===== src/inc/ulb_pkg.sv =====
// ulb_pkg: register map, field positions, reset values and frame sizes
// assumes a 32-bit classic Wishbone register bus, one word per register
package ulb_pkg;
    // register byte offsets
    localparam logic [4:0] OFF_MODE   = 5'h00; // op_mode_reg
    localparam logic [4:0] OFF_CTRL   = 5'h04; // serial_control_reg
    localparam logic [4:0] OFF_CKSEL  = 5'h08; // clock_select_reg
    localparam logic [4:0] OFF_DIV    = 5'h0C; // baud_divisor_reg
    localparam logic [4:0] OFF_ERR    = 5'h10; // rx_error_status, clear on read
    localparam logic [4:0] OFF_RXB    = 5'h14; // rx_buffer, read only
    localparam logic [4:0] OFF_TXB    = 5'h18; // tx_buffer, write only
    // op_mode_reg fields
    localparam int MODE_POWER = 7;
    localparam int MODE_TXE   = 6;
    localparam int MODE_RXE   = 5;
    localparam int MODE_MERGE = 0;
    // serial_control_reg fields
    localparam int CTRL_BRF   = 7;
    localparam int CTRL_BRE   = 6;
    localparam int CTRL_BTT   = 5;
    localparam int CTRL_BL_HI = 4;
    localparam int CTRL_BL_LO = 2;
    // rx_error_status fields
    localparam int ERR_OVE = 0;
    localparam int ERR_PE  = 1;
    localparam int ERR_FE  = 2;
    // reset values
    localparam logic [7:0] RXB_RST = 8'hFF;
    localparam logic [7:0] DIV_RST = 8'hFF;
    localparam logic [3:0] CKSEL_RST = 4'h0;
    // base clock selection
    localparam logic [3:0] CKSEL_MAXDIV = 4'hA; // codes 0..10: divide by 2^code
    localparam logic [3:0] CKSEL_TIMER  = 4'hB; // code 11: timer output
    localparam int PRES_W = 10;
    // frame shape
    localparam logic [4:0] DATA_BITS  = 5'd8;
    localparam logic [3:0] FRAME_BITS = 4'd10; // start, 8 data, stop
    localparam logic [4:0] BRK_TX_MIN = 5'd13;
    localparam logic [4:0] BRK_RX_MIN = 5'd11;
    localparam logic [4:0] BIT_SAT    = 5'd31;
    // state types
    typedef enum logic [1:0] {TX_IDLE, TX_FRAME, TX_BREAK} ulb_tx_st_t;
    typedef enum logic [1:0] {RX_IDLE, RX_START, RX_DATA} ulb_rx_st_t;
endpackage : ulb_pkg


===== src/verilog/ulb_uart.sv =====
// ulb_uart: serial unit with receive noise filter, break field send and
// detect, and a baud generator with separate transmit and receive counters
// assumes synchronous pins, a classic Wishbone master, one clock ref_clk
//
// Overview of operation
// - merge set: errors go on receive-done event
// - merge clear: errors on separate error event
// - input accepted after two equal samples
// - reception lags line by three base clocks
// - power on drives output pin high
// - trigger write with power, enable starts break
// - break holds pin low 13 to 20 bits
// - break end: done event, trigger cleared
// - after break idle until data or trigger
// - break receive enable arms break detection
// - low of 11+ bits: done, clear flags
// - no error flags during break reception
// - break never loads receive buffer
// - short break: no event, flags kept
// - base clock only while powered
// - codes 0-10 divide, 11 timer, others off
// - separate 8-bit transmit and receive counters
// - transmit counter zero unless powered, enabled
// - transmit counter cleared on frame start
// - receive counter runs only within frames
// - bit rate is base over twice divisor
//
// The register offsets and register access over Wishbone were left to the implementer.
`timescale 1ns/1ps
module ulb_uart
    import ulb_pkg::*;
(
    // clock and reset
    input  wire logic        ref_clk,
    input  wire logic        rst_b,
    // wishbone slave
    input  wire logic        wb_cyc_i,
    input  wire logic        wb_stb_i,
    input  wire logic        wb_we_i,
    input  wire logic [4:0]  wb_adr_i,
    input  wire logic [3:0]  wb_sel_i,
    input  wire logic [31:0] wb_dat_i,
    output logic      [31:0] wb_dat_o,
    output logic             wb_ack_o,
    // serial line and timer source
    input  wire logic        serial_in_pin,
    input  wire logic        timer_event_counter_out,
    output logic             serial_out_pin,
    // event pulses
    output logic             tx_done_irq,
    output logic             rx_done_irq,
    output logic             rx_error_irq
);

    // mask of the low code bits of the prescaler
    function automatic logic [PRES_W-1:0] pres_mask(input logic [3:0] code);
        pres_mask = PRES_W'((1 << code) - 1);
    endfunction : pres_mask

    // registers
    logic             power_q, tx_en_q, rx_en_q, merge_q;
    logic             brk_rx_en_q, brk_rx_flag_q, brk_tx_trig_q;
    logic [2:0]       brk_len_q;
    logic [3:0]       base_clock_sel_q;
    logic [7:0]       baud_divisor_value_q;
    logic [2:0]       err_q;
    logic [7:0]       rx_buffer_q, tx_buffer_q, rx_shift_reg_q;
    logic             rxb_full_q, txb_full_q;
    logic [PRES_W-1:0] pres_q;
    logic             tmr_prev_q;
    logic             samp1_q, samp2_q, filt_q, filt_prev_q;
    logic [7:0]       tx_cnt_q, rx_cnt_q;
    logic             tx_half_q, rx_half_q;
    logic [9:0]       tx_shift_q;
    logic [4:0]       tx_bits_q, rx_bits_q;
    ulb_tx_st_t       tx_st_q;
    ulb_rx_st_t       rx_st_q;

    // bus decode
    wire bus_req = wb_cyc_i & wb_stb_i & ~wb_ack_o;
    wire wr      = bus_req & wb_we_i & wb_sel_i[0];
    wire rd      = bus_req & ~wb_we_i;
    wire wr_mode = wr && wb_adr_i == OFF_MODE;
    wire wr_ctrl = wr && wb_adr_i == OFF_CTRL;
    wire wr_ck   = wr && wb_adr_i == OFF_CKSEL;
    wire wr_div  = wr && wb_adr_i == OFF_DIV;
    wire wr_txb  = wr && wb_adr_i == OFF_TXB;
    wire rd_err  = rd && wb_adr_i == OFF_ERR;
    wire rd_rxb  = rd && wb_adr_i == OFF_RXB;
    wire tx_on   = power_q & tx_en_q;
    wire rx_on   = power_q & rx_en_q;
    wire brk_rx  = rx_on & brk_rx_en_q;

    // divide by two to the code or timer edge
    wire timer_rise = timer_event_counter_out & ~tmr_prev_q;
    wire base_tick  = power_q & (
        (base_clock_sel_q <= CKSEL_MAXDIV)
            ? ((pres_q & pres_mask(base_clock_sel_q)) == pres_mask(base_clock_sel_q))
            : (base_clock_sel_q == CKSEL_TIMER) & timer_rise);

    // half bit after k base clocks, bit after two halves
    wire tx_half_tick = base_tick && tx_cnt_q == baud_divisor_value_q - 8'd1;
    wire rx_half_tick = base_tick && rx_cnt_q == baud_divisor_value_q - 8'd1;
    wire tx_bit_tick  = tx_half_tick & tx_half_q;
    wire rx_bit_tick  = rx_half_tick & rx_half_q;

    // transmitter sequencing terms
    wire tx_start_data = tx_on && tx_st_q == TX_IDLE && txb_full_q && !brk_tx_trig_q;
    wire tx_start_brk  = tx_on && tx_st_q == TX_IDLE && brk_tx_trig_q;
    wire tx_frame_end  = tx_st_q == TX_FRAME && tx_bit_tick
                         && tx_bits_q == 5'(FRAME_BITS - 4'd1);
    // low time of 13 plus the length code
    wire tx_brk_end    = tx_st_q == TX_BREAK && tx_bit_tick
                         && tx_bits_q == BRK_TX_MIN + 5'(brk_len_q) - 5'd1;

    // receiver sequencing terms
    wire rx_fall    = rx_st_q == RX_IDLE && filt_prev_q & ~filt_q;
    wire rx_go      = rx_st_q == RX_START && rx_half_tick && !filt_q;
    wire rx_abort   = rx_st_q == RX_START && rx_half_tick && filt_q;
    wire rx_samp    = rx_st_q == RX_DATA && rx_bit_tick;
    wire rx_stop    = rx_samp && !brk_rx && rx_bits_q == DATA_BITS;
    wire brk_end    = rx_samp && brk_rx && filt_q;
    // break of eleven bits or more is taken
    wire brk_ok     = brk_end && rx_bits_q >= BRK_RX_MIN;
    wire fe_set     = rx_stop & ~filt_q;
    wire ove_set    = rx_stop & rxb_full_q;
    wire rx_err     = fe_set | ove_set;

    // prescaler and timer edge history
    always_ff @(posedge ref_clk or negedge rst_b) begin
        if (!rst_b) begin
            pres_q     <= '0;
            tmr_prev_q <= 1'b0;
        end else begin
            pres_q     <= power_q ? pres_q + PRES_W'(1) : '0;
            tmr_prev_q <= timer_event_counter_out;
        end
    end

    // mode, clock and divisor registers
    always_ff @(posedge ref_clk or negedge rst_b) begin
        if (!rst_b) begin
            {power_q, tx_en_q, rx_en_q, merge_q} <= 4'h0;
            base_clock_sel_q     <= CKSEL_RST;
            baud_divisor_value_q <= DIV_RST;
            brk_len_q            <= 3'h0;
        end else begin
            if (wr_mode) begin
                power_q <= wb_dat_i[MODE_POWER];
                tx_en_q <= wb_dat_i[MODE_TXE];
                rx_en_q <= wb_dat_i[MODE_RXE];
                merge_q <= wb_dat_i[MODE_MERGE];
            end
            if (wr_ck)
                base_clock_sel_q <= wb_dat_i[3:0];
            if (wr_div)
                baud_divisor_value_q <= wb_dat_i[7:0];
            if (wr_ctrl)
                brk_len_q <= wb_dat_i[CTRL_BL_HI:CTRL_BL_LO];
        end
    end

    // break control bits: a software set wins over the hardware clear at break end
    always_ff @(posedge ref_clk or negedge rst_b) begin
        if (!rst_b) begin
            brk_tx_trig_q <= 1'b0;
            brk_rx_en_q   <= 1'b0;
            brk_rx_flag_q <= 1'b0;
        end else begin
            // trigger set by software, cleared at break end
            if (!tx_on || (tx_brk_end && !(wr_ctrl && wb_dat_i[CTRL_BTT])))
                brk_tx_trig_q <= 1'b0;
            else if (wr_ctrl && wb_dat_i[CTRL_BTT])
                brk_tx_trig_q <= 1'b1;
            if (wr_ctrl && wb_dat_i[CTRL_BRE])
                brk_rx_en_q <= 1'b1;
            else if (brk_ok || wr_ctrl)
                brk_rx_en_q <= 1'b0;
            if (brk_ok || !brk_rx)
                brk_rx_flag_q <= 1'b0;
            else if (rx_go)
                brk_rx_flag_q <= 1'b1;
        end
    end

    // transmit buffer holding register
    always_ff @(posedge ref_clk or negedge rst_b) begin
        if (!rst_b) begin
            tx_buffer_q <= 8'h00;
            txb_full_q  <= 1'b0;
        end else begin
            if (wr_txb && tx_on)
                tx_buffer_q <= wb_dat_i[7:0];
            if (wr_txb && tx_on)
                txb_full_q <= 1'b1;
            else if (tx_start_data || !tx_on)
                txb_full_q <= 1'b0;
        end
    end

    always_ff @(posedge ref_clk or negedge rst_b) begin
        if (!rst_b) begin
            tx_cnt_q  <= 8'h00;
            tx_half_q <= 1'b0;
        end else if (!tx_on || tx_start_data || tx_start_brk) begin
            tx_cnt_q  <= 8'h00;
            tx_half_q <= 1'b0;
        end else if (tx_half_tick) begin
            tx_cnt_q  <= 8'h00;
            tx_half_q <= ~tx_half_q;
        end else if (base_tick) begin
            tx_cnt_q  <= tx_cnt_q + 8'd1;
        end
    end

    // transmitter state and shifter
    always_ff @(posedge ref_clk or negedge rst_b) begin
        if (!rst_b) begin
            tx_st_q    <= TX_IDLE;
            tx_shift_q <= '1;
            tx_bits_q  <= 5'd0;
        end else if (!tx_on) begin
            tx_st_q    <= TX_IDLE;
            tx_shift_q <= '1;
        end else begin
            case (tx_st_q)
                TX_IDLE: begin
                    tx_bits_q <= 5'd0;
                    if (tx_start_brk) begin
                        tx_st_q    <= TX_BREAK;
                        tx_shift_q <= '0;
                    end else if (tx_start_data) begin
                        tx_st_q    <= TX_FRAME;
                        tx_shift_q <= {1'b1, tx_buffer_q, 1'b0};
                    end
                end
                TX_FRAME: if (tx_bit_tick) begin
                    tx_shift_q <= {1'b1, tx_shift_q[9:1]};
                    tx_bits_q  <= tx_bits_q + 5'd1;
                    if (tx_frame_end)
                        tx_st_q <= TX_IDLE;
                end
                TX_BREAK: if (tx_bit_tick) begin
                    tx_bits_q <= tx_bits_q + 5'd1;
                    // back to idle, waits for data or trigger
                    if (tx_brk_end) begin
                        tx_st_q    <= TX_IDLE;
                        tx_shift_q <= '1;
                    end
                end
                default: tx_st_q <= TX_IDLE;
            endcase
        end
    end

    // two samples and a match detector
    always_ff @(posedge ref_clk or negedge rst_b) begin
        if (!rst_b) begin
            samp1_q     <= 1'b1;
            samp2_q     <= 1'b1;
            filt_q      <= 1'b1;
            filt_prev_q <= 1'b1;
        end else if (base_tick) begin
            samp1_q <= serial_in_pin;
            samp2_q <= samp1_q;
            // filtered level lags the pin by three base clocks
            if (samp1_q == samp2_q)
                filt_q <= samp2_q;
            filt_prev_q <= filt_q;
        end
    end

    always_ff @(posedge ref_clk or negedge rst_b) begin
        if (!rst_b) begin
            rx_cnt_q  <= 8'h00;
            rx_half_q <= 1'b0;
        end else if (!rx_on || rx_st_q == RX_IDLE || rx_go) begin
            rx_cnt_q  <= 8'h00;
            rx_half_q <= 1'b0;
        end else if (rx_half_tick) begin
            rx_cnt_q  <= 8'h00;
            rx_half_q <= ~rx_half_q;
        end else if (base_tick) begin
            rx_cnt_q  <= rx_cnt_q + 8'd1;
        end
    end

    // receiver state, shifter and bit count
    always_ff @(posedge ref_clk or negedge rst_b) begin
        if (!rst_b) begin
            rx_st_q        <= RX_IDLE;
            rx_shift_reg_q <= 8'h00;
            rx_bits_q      <= 5'd0;
        end else if (!rx_on) begin
            rx_st_q <= RX_IDLE;
        end else begin
            case (rx_st_q)
                // start detection alike in both modes
                RX_IDLE: if (rx_fall)
                    rx_st_q <= RX_START;
                RX_START: begin
                    rx_bits_q <= brk_rx ? 5'd1 : 5'd0;
                    if (rx_go)
                        rx_st_q <= RX_DATA;
                    else if (rx_abort)
                        rx_st_q <= RX_IDLE;
                end
                RX_DATA: if (rx_samp) begin
                    rx_shift_reg_q <= {filt_q, rx_shift_reg_q[7:1]};
                    if (rx_bits_q != BIT_SAT)
                        rx_bits_q <= rx_bits_q + 5'd1;
                    // short break returns to break detection
                    if (rx_stop || brk_end)
                        rx_st_q <= RX_IDLE;
                end
                default: rx_st_q <= RX_IDLE;
            endcase
        end
    end

    // receive buffer and error status, set wins over read clear
    always_ff @(posedge ref_clk or negedge rst_b) begin
        if (!rst_b) begin
            rx_buffer_q <= RXB_RST;
            rxb_full_q  <= 1'b0;
            err_q       <= 3'h0;
        end else begin
            // only normal frames without overrun load the buffer
            if (rx_stop && !rxb_full_q)
                rx_buffer_q <= rx_shift_reg_q;
            if (rx_stop && !rxb_full_q)
                rxb_full_q <= 1'b1;
            else if (rd_rxb)
                rxb_full_q <= 1'b0;
            // flags only set by normal frames
            err_q[ERR_OVE] <= ove_set | (err_q[ERR_OVE] & ~rd_err);
            err_q[ERR_FE]  <= fe_set  | (err_q[ERR_FE]  & ~rd_err);
            err_q[ERR_PE]  <= err_q[ERR_PE] & ~rd_err;
        end
    end

    // event pulses and serial output
    always_ff @(posedge ref_clk or negedge rst_b) begin
        if (!rst_b) begin
            serial_out_pin <= 1'b1;
            tx_done_irq    <= 1'b0;
            rx_done_irq    <= 1'b0;
            rx_error_irq   <= 1'b0;
        end else begin
            serial_out_pin <= tx_on ? tx_shift_q[0] : 1'b1;
            // done after frames and break fields
            tx_done_irq    <= tx_on & (tx_frame_end | tx_brk_end);
            // merged errors ride on receive done
            rx_done_irq    <= rx_on & (brk_ok | (rx_stop & (~rx_err | merge_q)));
            // separate error event when not merged
            rx_error_irq   <= rx_on & rx_err & ~merge_q;
        end
    end

    // read data mux
    logic [31:0] rd_mux;
    always_comb begin
        rd_mux = 32'h0000_0000;
        case (wb_adr_i)
            OFF_MODE: begin
                rd_mux[MODE_POWER] = power_q;
                rd_mux[MODE_TXE]   = tx_en_q;
                rd_mux[MODE_RXE]   = rx_en_q;
                rd_mux[MODE_MERGE] = merge_q;
            end
            OFF_CTRL: begin
                rd_mux[CTRL_BRF] = brk_rx_flag_q;
                rd_mux[CTRL_BRE] = brk_rx_en_q;
                rd_mux[CTRL_BTT] = brk_tx_trig_q;
                rd_mux[CTRL_BL_HI:CTRL_BL_LO] = brk_len_q;
            end
            OFF_CKSEL: rd_mux[3:0] = base_clock_sel_q;
            OFF_DIV:   rd_mux[7:0] = baud_divisor_value_q;
            OFF_ERR:   rd_mux[2:0] = err_q;
            OFF_RXB:   rd_mux[7:0] = rx_buffer_q;
            default:   rd_mux = 32'h0000_0000;
        endcase
    end

    // one-wait-state acknowledge, read data registered
    always_ff @(posedge ref_clk or negedge rst_b) begin
        if (!rst_b) begin
            wb_ack_o <= 1'b0;
            wb_dat_o <= 32'h0000_0000;
        end else begin
            wb_ack_o <= bus_req;
            wb_dat_o <= rd ? rd_mux : 32'h0000_0000;
        end
    end

endmodule : ulb_uart


===== config.mk =====
export PLATFORM = sky130hd
export DESIGN_NAME = ulb_uart
export DESIGN_NICKNAME = d
export VERILOG_FILES = /design/src/inc/ulb_pkg.sv /design/src/verilog/ulb_uart.sv
export SDC_FILE = /design/constraint.sdc
export NUM_CORES = 1
export LEC_CHECK = 0
export BUFFER_PORTS_ARGS = -buffer_cell sky130_fd_sc_hd__buf_2
export CORE_ASPECT_RATIO = 0.75
export CORE_MARGIN = 2
export CORE_UTILIZATION = 30
export CTS_CLUSTER_DIAMETER = 60
export DETAILED_ROUTE_END_ITERATION = 10
export SETUP_SLACK_MARGIN = 0.02
export SYNTH_ARGS = -nofsm -noshare
export SYNTH_HDL_FRONTEND = slang
export SYNTH_SLANG_ARGS = --single-unit

===== constraint.sdc =====
create_clock -name ref_clk -period 8.93 [get_ports ref_clk]
set_input_delay 0.893 -clock ref_clk [delete_from_list [all_inputs] [get_ports ref_clk]]
set_output_delay 0.893 -clock ref_clk [all_outputs]
set_load 0.01 [all_outputs]

==> results.ini <==
[global_routing]
grt_pass1_wl_um=25270
grtUsageTotal_pct=13.59
antenna_found_initial=0
overflow=0
grt_pass1_vias=4677
grt_max_degree=69

[routing]
ant_nets=0
wl_met2_um=6368
drtIter0Drc=450
highest_layer=met4
drt_first_pass_iters=5
drc=0
vias=4971
wl_met3_um=773
wl_um=15350
wire_per_inst_um=15.40
routed_via_density=4.986
met1_length_um=8003

[yosys]
yosysSeqAreaShare_pct=45.25
syn_avg_cell_area_um2=10.25
ys.flop_type=dfrtp_1
synth_edf_count=0
yosys.cell_types.count=64
syn_area_um2=6776
ys_seq_elements=121
synthCells=661
async_flop_share_pct=100.0
ys_warn_count=0

[critical_path]
critical_path_class=reg -> reg
path_buf_inv=1
max_stage_delay_ns=0.61
worstPathMaxFanout=15
rr_worst_depth=11
r2r_slack_ns=4.90
cp_common_cell=nor2_1
arrival_ns=4.38
setup.worst_path.end_class=flop
start_kind=flop
r2r-end=rx_buffer_q[6]
cp.required_ns=9.28
cp_cell_sequence=inv_1, nand3_1, ha_1, nor2_1, mux2i_1, o31ai_1, a2111oi_4, a21o_1, nand4_1, nor2_1, mux2_2
crit_family=simple AND/OR/NAND/NOR gates
worstReg2RegStart=base_clock_sel_q[3]
cpMaxStageDelayCell=nor2_1

[worst_hold_path]
hold_depth=2
min_path_type=reg -> reg
min_to=err_q[0]
hold_start=err_q[0]

[job]
drv_cap=0

[clocking]
cts.htree.levels=4
cts_hold_buf=0
ctsResizeCount=0
clockBufferDepth=2
post_cts_buffers=0
worstSkewPairLatency_ns=0.42
cts_made_buffers=17
clkSinkCount=121
tritoncts=done
cts_root_buf=clkbuf_16
clk_pin_slew_worst_paths_ns=0.06

[cells_and_area]
final_area_um2=7742
area_delta_synth_final_pct=14.25
antenna_cells=0
drive_above_1_share_pct=21.48
final_nets=751
fillers=2247

[placed_design]
placed_area_um2=7119
gp_congestion=0.8167
io_buffers=33
hpwl_um=10940

[power_and_ir_drop]
p_per_area_nw_per_um2=178.8
p_total_mw=1.384
max-vdd-ir-drop_uv=130.1
power.leakage_nw=3.384

[sta]
fmax_mhz=248.0
min_period_ns=4.032
finClkSkew_ns=0.005753
rsz0062_at_grt=false
tightest_slew_ns=1.206
final_max_slew_viol_count=0
setup_viol=0
finalCritPeriodShare_pct=45.16
fin_hold_ws_ns=0.4875
slew_headroom_pct=18.96
hold_viol_final=0
tns_ns=0

[run_status]
outcome=finished, final reports clean

[die]
core_area_um2=22110
rows=47
start_util_pct=30.65
dieArea_um2=23820
fp.dieH_um=134.2
dieWidth_um=177.5
pin_count=85

-- logic make-up (layout without fill, tap and decap cells) --
family                   Yosys count  after routing  synth area share [%]
AND/OR/NAND/NOR                  217            217                 16.10
XOR/XNOR                          40             40                 6.592
flip-flops                       121            121                 45.25
adder cells (fa/ha/maj)           13             13                 2.400
other                              1             24               0.05534
buffers and inverters             78             97                 6.259
AO/OA/AOI/OAI                    134            134                 14.05
multiplexers                      57             57                 9.287
-- layout make-up --
type                            instances  area [um^2]  area share, %
Clock buffer                           23        478.0          6.173
Multi-Input combinational cell        485         3378          43.63
Tap cell                              294        367.9          4.751
Sequential cell                       121         3067          39.61
Clock inverter                          9        145.1          1.875
Inverter                               27        101.3          1.309
Timing Repair Buffer                   38        205.2          2.650
-- layer usage --
| layer | up-vias | track usage, % |
|---|---|---|
| li1 | 2402 | - |
| met1 | 2457 | 20.74 |
| met2 | 95 | 18.32 |
| met3 | 17 | 3.600 |
| met4 | 0 | 4.417 |
| met5 | - | 0 |
-- placed cells by master, fill, tap and decap left out, types with 5 or more instances in the layout --
cell type	synthesis	final
a211oi_1	5	5
a21oi_1	19	19
a21o_1	13	13
or3_1	7	7
inv_1	27	27
clkbuf_16	0	17
clkinv_2	0	5
a22oi_1	5	5
xor2_1	5	5
and3_1	10	10
a221oi_1	9	9
ha_1	13	13
dfstp_2	31	31
dfrtp_1	90	90
nor3_1	19	19
xnor2_1	28	28
nand3_1	25	25
o21ai_0	34	34
nor2_1	55	55
mux2_2	47	47
buf_4	26	6
buf_2	3	32
nand2_1	48	48
mux2i_1	10	10
o21a_1	5	5
nor2b_1	8	8
and2_1	14	14
conb_1	1	24
xnor3_1	7	7
-- registers in the layout, summed over array words and instances, names as in the netlist, 3 cells and up --
| signal | count |
|---|---|
| rx_buffer_q | 8 |
| baud_divisor_value_q | 8 |
| tx_buffer_q | 8 |
| wb_dat_o | 8 |
| tx_bits_q | 5 |
| rx_bits_q | 5 |
| base_clock_sel_q | 4 |
| tx_shift_q | 10 |
| pres_q | 10 |
| tx_cnt_q | 8 |
| rx_cnt_q | 8 |
| err_q | 3 |
| rx_shift_reg_q | 8 |
| brk_len_q | 3 |
-- power breakdown --
part | internal, mW | total (mW) | switching [mW] | leakage [nW]
Combinational | 0.0316 | 0.0769 | 0.0453 | 1.53
Clock | 0.486 | 0.729 | 0.243 | 0.311
Sequential | 0.560 | 0.578 | 0.0179 | 1.55
Total | 1.08 | 1.38 | 0.306 | 3.38
-- worst reg2reg max path: cells and delay by family (launching register included) --
| kind | cells | cell delay [ns] |
|---|---|---|
| DFF | 1 | 0.55 |
| and+or+nand+nor | 4 | 1.22 |
| buffers and inverters | 1 | 0.21 |
| AOI/OAI and AO/OA | 3 | 1.08 |
| adders and majority gates | 1 | 0.36 |
| muxes | 2 | 0.55 |
-- worst max-delay path by stage --
stage / start / endpoint / depth (start not counted)
after floorplan: base_clock_sel_q[3] / tx_shift_q[0] / 14
after global placement: base_clock_sel_q[3] / rx_buffer_q[7] / 11
final: base_clock_sel_q[3] / rx_buffer_q[6] / 11
after global routing: base_clock_sel_q[3] / rx_buffer_q[3] / 11
after detailed placement: base_clock_sel_q[3] / rx_buffer_q[6] / 11
after CTS: base_clock_sel_q[3] / rx_buffer_q[6] / 11
-- per-stage QoR --
step / worst slack (ns) / std cells / utilization (%)
floorplan: 5.803 / 684 / -
global placement: 4.905 / 965 / 32.20
detailed placement: 4.923 / 965 / 32.20
CTS: 4.899 / 997 / 35.02
global route: 4.562 / 997 / 35.02
finish: 4.898 / 997 / 35.02
-- Yosys cell counts (all sizes together) (4+ instances only) --
master   number  area share (%)
a211oi        5            0.55
nor3b         4            0.44
ha           13             2.4
nand4         4            0.37
nand2b        4            0.37
buf          33             3.8
xnor2        28             3.6
and3         10            0.92
a21o         13             1.4
mux2         47             7.8
nor2         55             3.0
o21a          5            0.55
mux2i        10             1.5
a21oi        20             1.5
a31oi         4            0.37
inv          27             1.5
a221oi        9             1.2
o21ai        34             2.5
nor2b         8            0.74
a2111oi       5            0.92
a22oi         5            0.55
nor4          5            0.46
xnor3         7             2.3
xor2          5            0.65
clkbuf       18             1.0
dfstp        31              12
or3           7            0.65
dfrtp        90              33
and2         15             1.4
nand2        48             2.7
a222oi        4            0.59
nand3        25             1.8
nor3         19             1.4
Power figures use the tool's default switching activity.
